===== config.mk =====
export PLATFORM = sky130hd
export DESIGN_NAME = brownout_lvr_control
export DESIGN_NICKNAME = d
export VERILOG_FILES = /design/src/shared/brownout_pkg.sv /design/src/rtl/supply_glitch_filter.sv /design/src/rtl/brownout_lvr_control.sv
export VERILOG_INCLUDE_DIRS = /design/src /design/src/shared
export SDC_FILE = /design/constraint.sdc
export NUM_CORES = 1
export LEC_CHECK = 0
export ABC_CLOCK_PERIOD_IN_PS = 2500
export BUFFER_PORTS_ARGS = -buffer_cell sky130_fd_sc_hd__buf_2
export CAP_MARGIN = 20
export CORE_UTILIZATION = 25
export DETAILED_ROUTE_END_ITERATION = 10
export PLACE_DENSITY = 0.45
export SLEW_MARGIN = 20
export SYNTH_ARGS = -nofsm -noshare
export SYNTH_HDL_FRONTEND = slang
export SYNTH_SLANG_ARGS = --single-unit

===== constraint.sdc =====
create_clock -name ref_clk -period 2.5 [get_ports ref_clk]
set_clock_uncertainty 0.15 [all_clocks]
set_input_delay 0.75 -clock ref_clk [delete_from_list [all_inputs] [get_ports ref_clk]]
set_output_delay 0.75 -clock ref_clk [all_outputs]
set_load 0.01 [all_outputs]

===== src/shared/brownout_cfg.svh =====
// offsets, field positions, reset values for the brown-out / low-voltage block
// assumes a 32-bit register port with byte addresses on 8 bits
`ifndef BROWNOUT_CFG_SVH
`define BROWNOUT_CFG_SVH
// register byte offsets
`define OFS_BOD_CTRL 8'h0c
`define OFS_GLITCH_SEL 8'h10
`define OFS_AON_SYNC 8'h40
`define OFS_IRQ_STATUS 8'h44
`define OFS_IRQ_CLEAR 8'h48
`define OFS_IRQ_ENABLE 8'h4c
// control/status field positions
`define POS_BOD_TEST 22
`define POS_LVR_TEST 21
`define POS_THR_HI 20
`define POS_THR_LO 18
`define POS_BROWNOUT_DETECTOR_ENABLE_ALIAS 17
`define POS_LVR_EN 16
`define POS_BOD_OUT 6
`define POS_BOD_FLAG 4
`define POS_RESP_SEL 3
// glitch selector field positions
`define POS_LVR_DB_HI 13
`define POS_LVR_DB_LO 8
`define POS_BOD_DB_HI 5
`define POS_BOD_DB_LO 0
// reset values
`define RST_BOD_CTRL 32'h000c_0040
`define RST_GLITCH_SEL 32'h0000_0101
// threshold code meaning no threshold
`define THR_NONE 3'h7
// event bit positions in status, clear and enable
`define EV_CROSS 0
`define EV_BOD_RESET 1
`define EV_LVR_TRIP 2
`endif


===== src/shared/brownout_pkg.sv =====
// types shared by the brown-out / low-voltage control block
// assumes nothing beyond a SystemVerilog compiler
package brownout_pkg;
  // one register access from software
  typedef struct packed {
    logic wr;
    logic rd;
    logic [7:0] addr;
    logic [31:0] wdata;
  } reg_req_t;

  // always-on fields as written by software, and their synced copy
  typedef struct packed {
    logic brownout_test_enable;
    logic lowvolt_reset_test_enable;
    logic [2:0] brownout_threshold_select;
    logic brownout_detector_enable;
    logic lowvolt_reset_enable;
    logic brownout_response_select;
    logic [5:0] lowvolt_glitch_time_select;
    logic [5:0] brownout_glitch_time_select;
  } aon_fields_t;

  // controls driven to the analog comparators
  typedef struct packed {
    logic brownout_test_enable;
    logic lowvolt_reset_test_enable;
    logic [2:0] brownout_threshold_select;
    logic brownout_detector_enable;
    logic lowvolt_reset_enable;
  } analog_ctrl_t;
endpackage


===== src/rtl/supply_glitch_filter.sv =====
// glitch filter for one comparator output, counted in slow-clock ticks
// assumes comparator input and tick are already synchronous to ref_clk
`timescale 1ns/1ps
module supply_glitch_filter (
  input wire logic ref_clk,
  input wire logic reset_n,
  input wire logic slow_tick,
  input wire logic [5:0] time_select,
  input wire logic raw_in,
  output logic filtered_out
);
  logic [5:0] cnt_reg;
  logic [5:0] cnt_next;
  logic out_reg;
  logic out_next;
  logic [5:0] target;

  // lowest set bit wins; an all-zero selector falls back to one tick
  // lowest bit priority
  always_comb
  begin
    target = 6'h01;
    for (int k = 5; k >= 0; k--)
    begin
      if (time_select[k])
      begin
        target = 6'(1 << k);
      end
    end
  end

  // new level must hold for the full count before it passes
  // hold before update
  always_comb
  begin
    cnt_next = cnt_reg;
    out_next = out_reg;
    if (raw_in == out_reg)
    begin
      cnt_next = 6'h00; // any bounce restarts the wait
    end
    else if (slow_tick)
    begin
      if (cnt_reg + 6'h01 >= target)
      begin
        out_next = raw_in;
        cnt_next = 6'h00;
      end
      else
      begin
        cnt_next = cnt_reg + 6'h01;
      end
    end
  end

  // registers only
  always_ff @(posedge ref_clk or negedge reset_n)
  begin
    if (!reset_n)
    begin
      cnt_reg <= 6'h00;
      out_reg <= 1'b0;
    end
    else
    begin
      cnt_reg <= cnt_next;
      out_reg <= out_next;
    end
  end

  assign filtered_out = out_reg;
endmodule // supply_glitch_filter


===== src/rtl/brownout_lvr_control.sv =====
// control and status for the brown-out detector and low-voltage reset
// assumes a one-cycle register port, a synchronous slow clock level,
// comparator outputs that are high while the supply is below the trip level
// and a lock input from the chip's register protection controller
//
// Overview of operation
// - three-bit threshold code 000..110 picks 1.75-2.95 V; 111 means none
// - detector enable bit; cleared disables flag and response, status still shows the inverted filtered comparator
// - low-voltage reset enable bit turns on the 1.7 V comparator
// - read-only status is 1 above threshold, inverted comparator output
// - crossing either way sets flag; interrupt raised on a crossing to below when interrupt response chosen
// - enabled and below threshold: interrupt if select 0, chip reset if 1
// - response select is writable only while register protection is unlocked
// - brown-out interrupt stays until detector enable is cleared
// - low-voltage glitch time one-hot, bit k means 2^k slow clocks
// - brown-out glitch time one-hot, bit k means 2^k slow clocks
// - several selector bits set: lowest numbered one is used
// - separate analog test enables for both comparators, 1 means test
`timescale 1ns/1ps
module brownout_lvr_control (
  input wire logic ref_clk,
  input wire logic reset_n,
  input wire brownout_pkg::reg_req_t reg_req,
  output logic [31:0] reg_rdata,
  input wire logic regs_unlocked,
  input wire logic slow_clk,
  input wire logic brownout_cmp_raw,
  input wire logic lowvolt_cmp_raw,
  output brownout_pkg::analog_ctrl_t analog_ctrl,
  output logic brownout_irq,
  output logic chip_reset_req,
  output logic lowvolt_reset_req,
  output logic irq
);
  import brownout_pkg::*;
  `include "brownout_cfg.svh"

  aon_fields_t cfg_reg;
  aon_fields_t cfg_next;
  aon_fields_t aon_reg;
  aon_fields_t aon_next;
  logic sync_en_reg;
  logic sync_en_next;
  logic flag_reg;
  logic flag_next;
  logic bod_irq_reg;
  logic bod_irq_next;
  logic chip_rst_reg;
  logic chip_rst_next;
  logic lvr_rst_reg;
  logic lvr_rst_next;
  logic [2:0] status_reg;
  logic [2:0] status_next;
  logic [2:0] irq_en_reg;
  logic [2:0] irq_en_next;
  logic irq_reg;
  logic irq_next;
  logic below_q_reg;
  logic slow_q_reg;
  logic [31:0] rdata_reg;
  logic [31:0] rdata_next;
  logic slow_tick;
  logic bod_below_f;
  logic lvr_below_f;
  logic bod_active;
  logic crossing;
  logic [2:0] events;
  logic wr_ctrl;
  logic wr_glitch;
  logic [31:0] ctrl_view;
  logic [31:0] glitch_view;

  // reset words held as constants so their fields can be sliced
  localparam logic [31:0] ctrl_rst_word = `RST_BOD_CTRL;
  localparam logic [31:0] glitch_rst_word = `RST_GLITCH_SEL;
  // reset image of the fields; a constant keeps the async reset branch clean
  localparam aon_fields_t cfg_rst = '{
    brownout_test_enable: ctrl_rst_word[`POS_BOD_TEST],
    lowvolt_reset_test_enable: ctrl_rst_word[`POS_LVR_TEST],
    brownout_threshold_select: ctrl_rst_word[`POS_THR_HI:`POS_THR_LO],
    brownout_detector_enable: ctrl_rst_word[`POS_BROWNOUT_DETECTOR_ENABLE_ALIAS],
    lowvolt_reset_enable: ctrl_rst_word[`POS_LVR_EN],
    brownout_response_select: ctrl_rst_word[`POS_RESP_SEL],
    lowvolt_glitch_time_select: glitch_rst_word[`POS_LVR_DB_HI:`POS_LVR_DB_LO],
    brownout_glitch_time_select: glitch_rst_word[`POS_BOD_DB_HI:`POS_BOD_DB_LO]
  };

  // slow clock is a synchronous level here; its rising edge is a tick
  assign slow_tick = slow_clk & ~slow_q_reg;

  // glitch filters run on the synced selectors, not the bus copy
  // low-voltage filter
  supply_glitch_filter lvr_filter (
    .ref_clk(ref_clk),
    .reset_n(reset_n),
    .slow_tick(slow_tick),
    .time_select(aon_reg.lowvolt_glitch_time_select),
    .raw_in(lowvolt_cmp_raw),
    .filtered_out(lvr_below_f)
  );

  supply_glitch_filter bod_filter (
    .ref_clk(ref_clk),
    .reset_n(reset_n),
    .slow_tick(slow_tick),
    .time_select(aon_reg.brownout_glitch_time_select),
    .raw_in(brownout_cmp_raw),
    .filtered_out(bod_below_f)
  );

  // detector counts as live only when enabled with a real threshold
  // code 111 gives no detection
  assign bod_active = aon_reg.brownout_detector_enable &&
    (aon_reg.brownout_threshold_select != `THR_NONE);

  // filtered level change in either direction is a crossing
  // both directions
  assign crossing = bod_active && (bod_below_f != below_q_reg);

  assign events[`EV_CROSS] = crossing;
  assign events[`EV_BOD_RESET] = chip_rst_next & ~chip_rst_reg;
  assign events[`EV_LVR_TRIP] = lvr_rst_next & ~lvr_rst_reg;

  assign wr_ctrl = reg_req.wr && (reg_req.addr == `OFS_BOD_CTRL);
  assign wr_glitch = reg_req.wr && (reg_req.addr == `OFS_GLITCH_SEL);

  // register write side and the bus copy of the always-on fields
  always_comb
  begin
    cfg_next = cfg_reg;
    sync_en_next = sync_en_reg;
    irq_en_next = irq_en_reg;
    if (wr_ctrl)
    begin
      cfg_next.brownout_test_enable = reg_req.wdata[`POS_BOD_TEST];
      cfg_next.lowvolt_reset_test_enable = reg_req.wdata[`POS_LVR_TEST];
      cfg_next.brownout_threshold_select = reg_req.wdata[`POS_THR_HI:`POS_THR_LO];
      cfg_next.brownout_detector_enable = reg_req.wdata[`POS_BROWNOUT_DETECTOR_ENABLE_ALIAS];
      cfg_next.lowvolt_reset_enable = reg_req.wdata[`POS_LVR_EN];
      if (regs_unlocked)
      begin
        cfg_next.brownout_response_select = reg_req.wdata[`POS_RESP_SEL];
      end
    end
    if (wr_glitch)
    begin
      cfg_next.lowvolt_glitch_time_select = reg_req.wdata[`POS_LVR_DB_HI:`POS_LVR_DB_LO];
      cfg_next.brownout_glitch_time_select = reg_req.wdata[`POS_BOD_DB_HI:`POS_BOD_DB_LO];
    end
    if (reg_req.wr && (reg_req.addr == `OFS_AON_SYNC))
    begin
      sync_en_next = reg_req.wdata[0];
    end
    if (reg_req.wr && (reg_req.addr == `OFS_IRQ_ENABLE))
    begin
      irq_en_next = reg_req.wdata[2:0];
    end
  end

  // synced copy follows the bus copy only while sync is on
  // gated transfer to always-on side
  always_comb
  begin
    aon_next = aon_reg;
    if (sync_en_reg)
    begin
      aon_next = cfg_reg;
    end
  end

  // flag, response outputs and the event status
  always_comb
  begin
    flag_next = flag_reg;
    if (wr_ctrl && reg_req.wdata[`POS_BOD_FLAG])
    begin
      flag_next = 1'b0;
    end
    if (crossing)
    begin
      flag_next = 1'b1;
    end
    bod_irq_next = 1'b0;
    if (bod_active && !aon_reg.brownout_response_select)
    begin
      bod_irq_next = bod_irq_reg || (crossing && bod_below_f);
    end
    else if (aon_reg.brownout_detector_enable)
    begin
      bod_irq_next = bod_irq_reg; // select moved to reset: keep what was raised
    end
    chip_rst_next = bod_active && aon_reg.brownout_response_select && bod_below_f;
    lvr_rst_next = aon_reg.lowvolt_reset_enable && lvr_below_f;
    // sticky status, set wins over a same-cycle clear
    status_next = status_reg;
    if (reg_req.wr && (reg_req.addr == `OFS_IRQ_CLEAR))
    begin
      status_next = status_reg & ~reg_req.wdata[2:0];
    end
    status_next = status_next | events;
    irq_next = |(status_next & irq_en_next);
  end

  // readback views of the two documented registers
  // status is the inverted filtered comparator
  assign ctrl_view = {9'h000,
    cfg_reg.brownout_test_enable,
    cfg_reg.lowvolt_reset_test_enable,
    cfg_reg.brownout_threshold_select,
    cfg_reg.brownout_detector_enable,
    cfg_reg.lowvolt_reset_enable,
    9'h000,
    ~bod_below_f,
    1'b0,
    flag_reg,
    cfg_reg.brownout_response_select,
    3'h0};
  assign glitch_view = {18'h0_0000,
    cfg_reg.lowvolt_glitch_time_select,
    2'h0,
    cfg_reg.brownout_glitch_time_select};

  // read data valid only in the cycle after the strobe
  always_comb
  begin
    rdata_next = 32'h0000_0000;
    if (reg_req.rd)
    begin
      case (reg_req.addr)
        `OFS_BOD_CTRL: rdata_next = ctrl_view;
        `OFS_GLITCH_SEL: rdata_next = glitch_view;
        `OFS_AON_SYNC: rdata_next = {31'h0000_0000, sync_en_reg};
        `OFS_IRQ_STATUS: rdata_next = {29'h0000_0000, status_reg};
        `OFS_IRQ_ENABLE: rdata_next = {29'h0000_0000, irq_en_reg};
        default: rdata_next = 32'h0000_0000; // clear reg and holes read zero
      endcase
    end
  end

  // registers only
  always_ff @(posedge ref_clk or negedge reset_n)
  begin
    if (!reset_n)
    begin
      cfg_reg <= cfg_rst;
      aon_reg <= cfg_rst;
      sync_en_reg <= 1'b0;
      flag_reg <= 1'b0;
      bod_irq_reg <= 1'b0;
      chip_rst_reg <= 1'b0;
      lvr_rst_reg <= 1'b0;
      status_reg <= 3'h0;
      irq_en_reg <= 3'h0;
      irq_reg <= 1'b0;
      below_q_reg <= 1'b0;
      slow_q_reg <= 1'b0;
      rdata_reg <= 32'h0000_0000;
    end
    else
    begin
      cfg_reg <= cfg_next;
      aon_reg <= aon_next;
      sync_en_reg <= sync_en_next;
      flag_reg <= flag_next;
      bod_irq_reg <= bod_irq_next;
      chip_rst_reg <= chip_rst_next;
      lvr_rst_reg <= lvr_rst_next;
      status_reg <= status_next;
      irq_en_reg <= irq_en_next;
      irq_reg <= irq_next;
      below_q_reg <= bod_below_f;
      slow_q_reg <= slow_clk;
      rdata_reg <= rdata_next;
    end
  end

  // outputs straight from flip-flops
  assign reg_rdata = rdata_reg;
  assign brownout_irq = bod_irq_reg;
  assign chip_reset_req = chip_rst_reg;
  assign lowvolt_reset_req = lvr_rst_reg;
  assign irq = irq_reg;
  assign analog_ctrl = '{
    brownout_test_enable: aon_reg.brownout_test_enable,
    lowvolt_reset_test_enable: aon_reg.lowvolt_reset_test_enable,
    brownout_threshold_select: aon_reg.brownout_threshold_select,
    brownout_detector_enable: aon_reg.brownout_detector_enable,
    lowvolt_reset_enable: aon_reg.lowvolt_reset_enable
  };
endmodule // brownout_lvr_control


==> impl_summary.md, run 1 <==
Outcome
The run finished with clean final reports.

Floorplan
The width of the die is 130 µm. After floorplanning, the core was divided into 46 placement rows. The count of pins on the block boundary is 91. The effective utilization at floorplan is 25.8%. In this run the standard cell core region covers 0.0159 mm². In this run the vertical extent of the chip is 130 µm. The die covers 0.0170 mm².

Setup path
The biggest cell delay along the critical path is 0.52 ns. The depth of the critical timing path with buffers and inverters included is 9. The number of buffers and inverters on the critical path is 1. The data required time of the critical path is 2.61 ns.

The signal on the critical path passes through or4_4 > o21bai_1 > ha_1 > nor2b_1 > o21ai_2 > a221oi_2 > buf_4 > nand3b_1 > a31oi_1. The worst setup path is launched from a flip-flop. The startpoint identified for the worst register-to-register timing path is aon_reg[5].

Data arrives at the worst endpoint at 2.56 ns. The start-to-end type of the worst setup path is reg2reg. The cell class contributing the biggest share of worst-path delay is simple AND/OR/NAND/NOR gates. The endpoint class of the critical path is a flip-flop. Counting cells, the worst reg-to-reg path comes to 9. The maximum fanout encountered on the critical timing path is 7. The timing startpoint of the critical path is aon_reg[5].

The cell with the biggest individual delay on the critical path is sky130_fd_sc_hd__or4_4.

Routing
After detailed routing, the number of remaining DRC violations is 0. In the final routed layout, each cell accounts on average for 14.4 µm. The number of search-and-repair iterations in the first detailed-routing pass is 4.

The first routing iteration left 76 violations. The average via count per standard cell is 4.41. After detailed routing, the total wire length is 9.39 mm. The number of vias in the routed layout is 2882. In this run the remaining antenna-violating nets after routing total 0.

Flow run
Max-cap violations in this run came to 0.

Power
The peak supply drop is 0.000459 V. The static power due to leakage is 2.59 nW. In this run the power density over the cells is 647 mW/mm².

Yosys
The average size of a mapped cell is 11.8 µm². The synthesized design contains 0 enable-type register cells. For this run, the number of Yosys warnings is 0. The instance count of the mapped netlist is 347.

The unique cell type count in the Yosys netlist is 45. In the synthesized netlist the async set-or-reset flop fraction comes to 100%. The sequential-to-total area share from yosys stat is 53.8%. In the synthesized netlist the dominant register cell turns out to be sky130_fd_sc_hd__dfrtp_1. The cell area that synthesis handed to floorplanning was 0.00411 mm².

The total of flip-flops plus latches after synthesis is 88.

Placed design
The final HPWL from detailed placement is 6.92 mm. At the end of routability-driven placement, the weighted congestion stood at 0.804. In this run the tool buffered the top-level ports with 65 buffer cells.

The placed cell count is 637. Prior to clock tree synthesis, the placed netlist has a worst setup slack of -0.116 ns.

Cells and area
After filler insertion, the fill cell instance count of the layout stands at 1646. After the last flow step, the layout net total stands at 494. The area growth from synthesis to layout is 25.1%. The ratio of cells with drive above 1 in the final layout is 39.8%. The antenna diode instance count is 0.

Leaving out fill and tap cells, the most frequent cells in the layout are 80 x sky130_fd_sc_hd__dfrtp_1, 64 x sky130_fd_sc_hd__buf_2, 45 x sky130_fd_sc_hd__mux2_2. Leaving out filler cells and counting taps, the final layout contains 653. Leaving out fill and tap cells, the most frequent cell in the layout is sky130_fd_sc_hd__dfrtp_1.

CTS
The number of buffers added by the clock tree synthesis step is 9. The number of H-tree levels is 3. The number of buffers inserted by post-CTS setup repair is 0. The maximum number of buffers from clock root to sink is 2. The clock transition at the registers of the reported paths is 0.07 ns. The cell sitting at the root of the clock tree is a sky130_fd_sc_hd__clkbuf_16. TritonCTS built the clock tree. The cts-stage hold buffer count is 0.

The later pin in the worst-skew pair is clocked with a latency of 0.34 ns. The number of sinks driven by the clock tree is 88.

Global routing
The aggregate global routing overflow is 0. The number of antenna violations at the first check in global routing is 0. Global routing used 11.9% of the available tracks.

The pin count of the biggest net entering global routing is 38. The via count of the first global-routing pass is 2900. The wire length of the first global-routing pass is 15.2 mm.

Timing
Setup violations remaining at the end of the flow were counted as 0. The worst path needs 2.45 ns of the cycle, external delays included. Setup slack closes at 0.0467 ns. The relative slew slack is 53.2%.

Setup repair after global routing could not meet its margin everywhere. The number of pins exceeding their max-slew limit in the final report is 0. The final hold violation count is 0. The part of the cycle the worst path needs is 98.1%. The timing-limited maximum frequency is 0.408 GHz. For the pin with the worst max-slew slack, the measured transition is 0.697 ns.

Worst hold path
The worst min-delay path class is in2async.
cell families (layout without fill, tap and decap cells):
logic type	after synthesis	in the layout	share of synthesized area (%)
AO/OA/AOI/OAI	38	38	6.42
XOR/XNOR	11	11	2.34
adder cells (fa/ha/maj)	14	14	4.26
buffers and inverters	31	110	4.69
flip-flops	88	88	53.8
multiplexers	47	47	12.9
other	1	12	0.0912
AND/OR/NAND/NOR	117	117	15.4
final timing paths:
check,end,slack (ns)
hold / removal,reg_rdata[18],0.22
hold reg to reg,status_reg[1],0.33
min in group ref_clk,status_reg[1],0.33
setup / recovery,bod_filter.cnt_reg[2],0.05
setup reg to reg,bod_filter.cnt_reg[2],0.05
max in group asynchronous,cfg_reg[0],1.35
timing repair:
action                                  CTS  global route
pin swaps                                 5            13
cloned                                    0             0
endpoints found under the setup margin    5            14
resized for setup                         3             9
where the power goes:
part,switching [mW],total (mW),internal [mW]
clock network,0.582,1.37,0.791
registers,0.0496,1.54,1.49
logic,0.216,0.407,0.192
total,0.847,3.32,2.48
layer usage:
layer,global-route usage [%],vias up,share of wire [%]
li1,-,1381,-
met5,0,-,0
met4,3.69,0,1.2
met1,16.1,1426,47
met3,3.73,8,5.0
met2,18.2,67,47
synthesized netlist by cell type, types with 4 or more instances:
cell type / count / area [µm²]
sky130_fd_sc_hd__nor2b_1: 6 / 37.5
sky130_fd_sc_hd__dfrtp_1: 80 / 2000
sky130_fd_sc_hd__nand3b_1: 7 / 52.6
sky130_fd_sc_hd__clkbuf_1: 4 / 15.0
sky130_fd_sc_hd__xor2_1: 5 / 43.8
sky130_fd_sc_hd__xnor2_1: 6 / 52.6
sky130_fd_sc_hd__nor3_1: 4 / 20.0
sky130_fd_sc_hd__nand2b_1: 4 / 25.0
sky130_fd_sc_hd__nand2_1: 31 / 116
sky130_fd_sc_hd__nor2_1: 15 / 56.3
sky130_fd_sc_hd__and3_1: 17 / 106
sky130_fd_sc_hd__and2_1: 4 / 25.0
sky130_fd_sc_hd__a21oi_1: 12 / 60.1
sky130_fd_sc_hd__nand3_1: 16 / 80.1
sky130_fd_sc_hd__buf_4: 20 / 150
sky130_fd_sc_hd__a21o_1: 4 / 30.0
sky130_fd_sc_hd__ha_1: 14 / 175
sky130_fd_sc_hd__mux2_2: 45 / 507
sky130_fd_sc_hd__dfstp_2: 8 / 210
layout make-up:
cell class	instances	area, µm²	share of cell area (%)
Multi-Input combinational cell	239	1810	35.1
Inverter	3	11.3	0.219
Tap cell	216	270	5.26
Clock inverter	6	72.6	1.41
Timing Repair Buffer	91	539	10.5
Clock buffer	10	229	4.45
Sequential cell	88	2210	43.0
per-stage QoR:
| step | setup TNS [ns] | area (µm²) | utilization (%) | hold WS [ns] | total power [mW] |
|---|---|---|---|---|---|
| global placement | -0.678 | 4790 | 30.1 | 0.316 | 1.95 |
| floorplan | 0 | 4170 | - | 0.300 | 1.79 |
| finish | 0 | 5140 | 32.2 | 0.224 | 3.32 |
| global route | -1.02 | 5140 | 32.2 | 0.250 | 3.49 |
| CTS | 0 | 5110 | 32.0 | 0.224 | 3.38 |
| detailed placement | -0.878 | 4790 | 30.1 | 0.325 | 1.96 |
Note: power is estimated with default switching activity, not from simulation.
==> inputs of run 2 (changes only) <==
Settings changed: SYNTH_HIERARCHICAL from default to 1.
==> impl_summary.md, run 2 <==
Cells and area
The top cell types in the final layout, fill and taps aside, are 80 x sky130_fd_sc_hd__dfrtp_1, 64 x sky130_fd_sc_hd__buf_2, 34 x sky130_fd_sc_hd__nand2_1. The number of nets in the layout is 492. The finished cells cover 0.00520 mm². Excluding fillers, the count of instances in the completed layout stands at 651.

Cells with a size suffix above 1 make up 37.7% of the layout. The antenna diode instance count is 0. The final-layout fill cell count is 1664. The area added between synthesis and finish is 24.7%. The most frequent standard cell in the layout excluding fill and tap cells is sky130_fd_sc_hd__dfrtp_1.

Placed design
Once placement finished, the instance area stood at 0.00481 mm². Once placement completed, the tool counted placed cells totaling 631. The final HPWL from detailed placement is 6.76 mm.

At the end of routability-driven placement, the weighted congestion stood at 0.759. In this run the tool buffered the top-level ports with 65 buffer cells.

Timing
The number of pins exceeding their max-slew limit in the final report was 0. The part of the cycle the worst path needs is 96.1%. Timing would allow up to 0.416 GHz. The final number of setup-violating endpoints is 0. The final hold violation count is 0.

The measured slew at the worst slew-check pin is 1.00 ns. The final sum of negative setup slack is 0 ns. The smallest hold slack is 0.177 ns.

The relative slew slack is 33.3%. The minimum clock period is 2.40 ns.

Floorplan
The die outline area is 0.0172 mm². The count of pins on the block boundary is 91. In this run the vertical extent of the chip is 131 µm.

The effective utilization at floorplan is 25.9%. The core region is 0.0161 mm². Row generation in the floorplan step produced 46 rows.

The width of the die is 131 µm.

Yosys
Summing every instance area after synthesis gives 0.00417 mm². The average size of a mapped cell is 12.0 µm². The unique cell type count in the Yosys netlist is 51. The post-synthesis cell type with the largest combined area is sky130_fd_sc_hd__dfrtp_1. The Yosys step of the flow raised 6 warnings. The instance count of the mapped netlist is 347. In the synthesized netlist, the cells that appear most often are 80 x sky130_fd_sc_hd__dfrtp_1, 34 x sky130_fd_sc_hd__nand2_1, 31 x sky130_fd_sc_hd__mux2_2.

Ranked by total cell area, the synthesized netlist is headed by sky130_fd_sc_hd__dfrtp_1 48%, sky130_fd_sc_hd__mux2_2 8.4%, sky130_fd_sc_hd__dfstp_2 5.0%. The fraction of synthesized cell area taken by the top area cell type is 48.0%. The dominant register cell in the synthesized netlist is sky130_fd_sc_hd__dfrtp_1. The total of flip-flops plus latches after synthesis is 88. The most common cell in the synthesized netlist is sky130_fd_sc_hd__dfrtp_1. Counting flops with a built-in enable in the synthesized netlist gives 0. The sequential-to-total area share from yosys stat is 53.1%.

The async set or reset register ratio after synthesis is 100%.

Global routing
Global routing finished with a remaining overflow of 0. The wire length of the first global-routing pass is 14.9 mm. The number of antenna violations at the first check in global routing is 0.

Entering global routing, the biggest net connects 33 pins. The overall global routing resource usage is 11.5%. The via count of the first global-routing pass was 2859.

CTS
The clock reaches the later pin of the worst-skew pair after 0.34 ns. In this run, CTS created clock tree buffers numbering 9. The root cell of the clock tree is sky130_fd_sc_hd__clkbuf_16.

Clock-pin slew was measured on the worst setup and hold paths at 0.07 ns. The maximum number of buffers from clock root to sink is 2. TritonCTS built the clock tree. Clock tree synthesis found a total of 88 sinks.

The H-tree was split into 3 levels.

Routing
The final route contains 2802 vias. The detail route stage leaves a number of antenna-violating nets equal to 0. After detailed routing, the number of remaining DRC violations is 0. The routed design has 9.13 mm of wire.

The average routed wire per standard cell is 14.0 µm. In the routed layout, each cell is associated on average with a via count of 4.30. The number of search-and-repair iterations in the first detailed-routing pass is 4. The number of design-rule violations left by the first detailed-router iteration is 78.

Power
The design draws 3.37 mW. IR analysis of the VDD net gives a maximum drop of 0.000288 V. The proportion of power drawn by the clock network is 41.9%. Net switching is 25.3% of the power. Internal power comes to 2.51 mW. In this run the power spent charging and discharging nets is 0.852 mW.

The sequential power share is 46.4%. In this run, the combinational gates consume 11.7% of the power. In this run the power density over the cells is 648 mW/mm². The static power due to leakage is 2.63 nW.

Worst hold path
The worst min-delay path class is in2async.

Setup path
The launching element type of the critical path is a flip-flop. The worst setup path is captured at a flip-flop. The biggest cell delay along the critical path is 0.51 ns.

The critical path starts at aon_reg[11]. Measured in cells, the most critical reg-to-reg path has a length of 8. The signal on the critical path passes through or4_4 > o21bai_1 > ha_1 > nand2b_4 > a21oi_4 > o221ai_1 > nand2_1 > mux2_4.

The cell with the biggest individual delay on the critical path is sky130_fd_sc_hd__or4_4. The capture point of the worst path is lvr_filter/filtered_out. The arrival time at the worst endpoint is 2.48 ns. The capturing point of the worst reg2reg path is lvr_filter/filtered_out. The setup check on the worst reg-to-reg path leaves a slack of 0.1 ns. In this run the worst path has a maximum fanout of 3. The start-to-end type of the worst setup path is reg2reg. The data required time of the critical path is 2.57 ns. The startpoint identified for the worst register-to-register timing path is aon_reg[11].

Outcome
The flow ran to the end, and the final reports show no timing, DRC or antenna violations.

Flow run
The number of max-cap violations is 0.
[run 2: cell count changes after synthesis, sizes merged, moves of 6 or more]
cell,previous run,this run
and2,4,16
nand3,16,10
nand2b,4,15
o21ai,3,9
nor2,15,7
and3,17,4
[run 2: what timing repair did]
action	in CTS	in global routing
buffers inserted	0	4
hold buffers	0	0
resized for setup	0	7
endpoints found under the setup margin	0	2
[run 2: through the flow]
step / setup slack, ns / util [%]
2_1_floorplan: 0.0350 / -
4_1_cts: 0.0269 / 31.9
6_report: 0.0965 / 32.4
3_3_place_gp: -0.171 / 29.9
5_1_grt: -0.00933 / 32.4
3_5_place_dp: -0.159 / 29.9
[run 2: final cells by class]
cell class	count	area (µm²)	share of cell area, %
Inverter	7	26.3	0.506
Sequential cell	88	2210	42.6
Clock inverter	6	75.1	1.44
Timing Repair Buffer	87	531	10.2
Clock buffer	10	239	4.60
Multi-Input combinational cell	237	1840	35.5
Tap cell	216	270	5.20
[run 2: power by group through the flow]
stage / logic (mW) / registers, mW / clock network [mW]
after CTS: 0.366 / 1.56 / 1.46
after global placement: 0.356 / 1.59 / 0
after detailed placement: 0.363 / 1.59 / 0
after global routing: 0.440 / 1.57 / 1.52
after floorplan: 0.249 / 1.56 / 0
final: 0.393 / 1.56 / 1.41
[run 2: cell families after synthesis]
family / count (synthesis) / synth area share [%]
multiplexers: 46 / 12.6
AO/OA/AOI/OAI: 40 / 7.24
other: 1 / 0.0900
AND/OR/NAND/NOR: 116 / 16.0
buffers and inverters: 33 / 4.83
adder cells (fa/ha/maj): 14 / 4.20
flip-flops: 88 / 53.1
XOR/XNOR: 9 / 1.89
[run 2: worst min-delay path by stage]
stage / from / to / slack [ns] / depth (start not counted)
floorplan: reset_n / analog_ctrl[0] / 0.30 / 0
global placement: bod_filter/cnt_reg[5] / bod_filter/cnt_reg[5] / 0.33 / 2
detailed placement: lvr_filter/cnt_reg[5] / lvr_filter/cnt_reg[5] / 0.33 / 2
CTS: reset_n / irq_en_reg[0] / 0.19 / 1
global route: reset_n / status_reg[0] / 0.19 / 1
finish: reset_n / status_reg[0] / 0.18 / 1
[run 2: critical path, delay by kind of cell (launching register included)]
kind / cells / cell delay, ns
and+or+nand+nor: 3 / 0.76
AOI/OAI and AO/OA: 3 / 0.44
DFF: 1 / 0.40
muxes: 1 / 0.30
adders and majority gates: 1 / 0.25
[run 2: layer usage]
| layer | global-route usage [%] | up-vias | part of all wire [%] |
|---|---|---|---|
| li1 | - | 1365 | - |
| met5 | 0 | - | 0 |
| met3 | 3.57 | 8 | 5.2 |
| met4 | 4.06 | 0 | 0.93 |
| met1 | 15.1 | 1369 | 47 |
| met2 | 17.9 | 60 | 47 |
==> inputs of run 3 (changes only) <==
Settings changed: CORE_ASPECT_RATIO from default to 1.25, TNS_END_PERCENT from default to 50.
==> impl_summary.md, run 3 (same netlist as run 2, synthesis figures left out) <==
CTS
The clock reaches the later pin of the worst-skew pair after 0.34 ns. The H-tree generated during clock tree synthesis spans 3 levels. The maximum number of buffers from clock root to sink is 2. The TritonCTS clock tree is yes. Clock-pin slew was measured on the worst setup and hold paths at 0.07 ns. TritonCTS created 9 clock buffers.

Counting every sink on the clock net gives 88. The root cell of the clock tree is sky130_fd_sc_hd__clkbuf_16.

Routing
Summing over every cut layer, the via total after detailed routing is 2784. The routed wire length is 9.24 mm. The count of nets left with antenna violations after detail routing is 0. The number of remaining DRC errors is 0. The pre-antenna-repair detailed-routing pass consisted of 4 iterations.

Dividing the detail-routed via count by the number of cells gives 4.28. The number of design-rule violations left by the first detailed-router iteration is 115. The average routed wire per standard cell is 14.2 µm.

Power
The total net switching power is 0.811 mW. Of the total power, registers draw 49.4%. Net switching is 25.6% of the power. The combinational power share is 11.9%.

The static power due to leakage is 2.59 nW. Cell internal power was estimated by the tool at 2.35 mW. The proportion of power drawn by the clock network is 38.7%. Power spread over the standard cell area amounts to 619 mW/mm². VDD sags by at most 0.000245 V.

Timing
The number of pins exceeding their max-slew limit in the final report was 0. Subtracting the final worst setup slack from the clock period gives 2.39 ns. Setup violations remaining at the end of the flow were counted as 0. The timing-limited maximum frequency is 0.419 GHz.

The measured slew at the worst slew-check pin is 1.02 ns. The smallest hold slack is 0.177 ns. Across all setup checks in the final design, the least slack found is 0.111 ns.

Setup repair after global routing could not meet its margin everywhere. The part of the cycle the worst path needs is 95.5%. Headroom to the max-slew limit came out at 31.8%. The final hold violation count is 0.

Floorplan
The die boundary height is 146 µm. The floorplan step defined a die boundary enclosing 0.0172 mm². 91 I/O pins were placed. The initial utilization of the core area, before any placement, comes to 25.6%. The die is 117 µm wide. After floorplanning, the core was divided into 52 placement rows.

The region available for standard cell placement spans 0.0163 mm².

Placed design
The placed instances occupy a cell area of 0.00483 mm². The final weighted congestion in routability-driven placement is 0.766. The placed cell count is 636.

The count of port buffers added during placement is 65. Summed over all nets, the half-perimeter wirelength after detailed placement is 6.80 mm. OpenSTA, run right after detailed placement, puts the worst setup slack at -0.203 ns.

Cells and area
The final standard cell area without fillers is 0.00511 mm². The area growth from synthesis to layout is 22.7%. The ratio of cells with drive above 1 in the final layout is 37.0%.

The antenna diode instance count is 0. In the final design database the tool counted 493 nets. The library cell used most frequently in the layout, excluding fill and tap cells, is sky130_fd_sc_hd__dfrtp_1. The non-filler instance count after layout is 651. In the layout the commonest cells are 80 x sky130_fd_sc_hd__dfrtp_1, 64 x sky130_fd_sc_hd__buf_2, 34 x sky130_fd_sc_hd__nand2_1.

Setup path
The endpoint class of the critical path is a flip-flop. For flop-to-flop paths, the worst setup slack is 0.11 ns. For the worst flop-to-flop path, the logic depth is 8. On the worst path, the slowest cell contributes a delay of 0.52 ns. The startpoint of the lowest-slack register-to-register path is aon_reg[10].

Together, buffers and inverters on the worst path number 0. By startpoint and endpoint, the worst setup path is classified as reg2reg. In this run the critical register-to-register path is captured at lvr_filter/filtered_out. The cell with the biggest individual delay on the critical path is sky130_fd_sc_hd__or4_1.

The cell class contributing the biggest share of worst-path delay is simple AND/OR/NAND/NOR gates. In this run the worst path has a maximum fanout of 2. The launching element type of the critical path is a flip-flop. The arrival time at the worst endpoint is 2.46 ns. The critical path goes through or4_1 > o21bai_1 > ha_1 > nand2b_1 > a21oi_2 > o221ai_1 > nand2_1 > mux2_4. The data required time of the critical path is 2.57 ns.

Flow run
Across the run, the number of max-cap violations was 0.

Global routing
The via count of the first global-routing pass is 3066. The first global-routing pass estimated 15.7 mm of wire. The aggregate global routing overflow is 0. The number of antenna violations at the first check in global routing is 0.

In the global route stage, overall resource usage came out at 11.6%. Entering global routing, the biggest net connects 38 pins.

Worst hold path
The min-delay analysis places its worst path in the category in2async.

Outcome
The run finished with clean final reports.
## run 3: cell types whose count changed in the layout (fill, tap and decap cells not counted), sizes merged
| cell | delta |
|---|---|
| bufinv | -1 |
| inv | -2 |
| clkinvlp | +1 |
| buf | +1 |
| clkinv | +1 |
## run 3: worst max path at each step
stage	from	to	slack, ns	depth (start not counted)
floorplan	reg_req[37]	irq	0.04	4
global placement	reg_req[37]	irq	-0.17	5
detailed placement	reg_req[37]	irq	-0.20	5
CTS	aon_reg[4]	bod_filter/filtered_out	0.07	8
global route	aon_reg[10]	lvr_filter/filtered_out	-0.01	8
finish	aon_reg[10]	lvr_filter/filtered_out	0.11	8
## run 3: area by class of cell
| cell class | count | area, µm² |
|---|---|---|
| Clock buffer | 10 | 229 |
| Timing Repair Buffer | 88 | 526 |
| Tap cell | 216 | 270 |
| Sequential cell | 88 | 2210 |
| Inverter | 7 | 26.3 |
| Clock inverter | 5 | 33.8 |
| Fill cell | 1704 | 11200 |
| Multi-Input combinational cell | 237 | 1820 |
## run 3: per-stage QoR
| stage | total power [mW] | util (%) | setup TNS [ns] |
|---|---|---|---|
| final | 3.17 | 31.4 | 0 |
| after global placement | 1.95 | 29.7 | -0.554 |
| after global routing | 3.33 | 31.4 | -0.00964 |
| after floorplan | 1.81 | - | 0 |
| after CTS | 3.21 | 31.3 | 0 |
| after detailed placement | 1.96 | 29.7 | -0.426 |
## run 3: metal layers
layer | share of wire (%) | up-vias | GRT usage [%]
li1 | - | 1350 | -
met1 | 47 | 1361 | 14.5
met2 | 48 | 58 | 19.3
met3 | 3.1 | 15 | 2.42
met4 | 2.1 | 0 | 5.26
met5 | 0 | - | 0
## run 3: power by group through the flow
stage / Combinational (mW) / Clock (mW) / Sequential [mW]
6_report: 0.377 / 1.22 / 1.56
3_3_place_gp: 0.365 / 0 / 1.59
3_5_place_dp: 0.372 / 0 / 1.59
4_1_cts: 0.374 / 1.27 / 1.57
5_1_grt: 0.426 / 1.33 / 1.58
2_1_floorplan: 0.249 / 0 / 1.56
## run 3: timing repair
| action | CTS | global route |
|---|---|---|
| buffers inserted | 0 | 0 |
| setup endpoints to repair | 0 | 5 |
| hold buffers | 0 | 0 |
| resized for setup | 0 | 3 |
## run 3: worst register-to-register path: cells and delay by family (launching register included)
kind	cells	cell delay (ns)
muxes	1	0.29
adders and majority gates	1	0.24
AOI/OAI and AO/OA	3	0.44
DFF	1	0.37
and+or+nand+nor	3	0.77
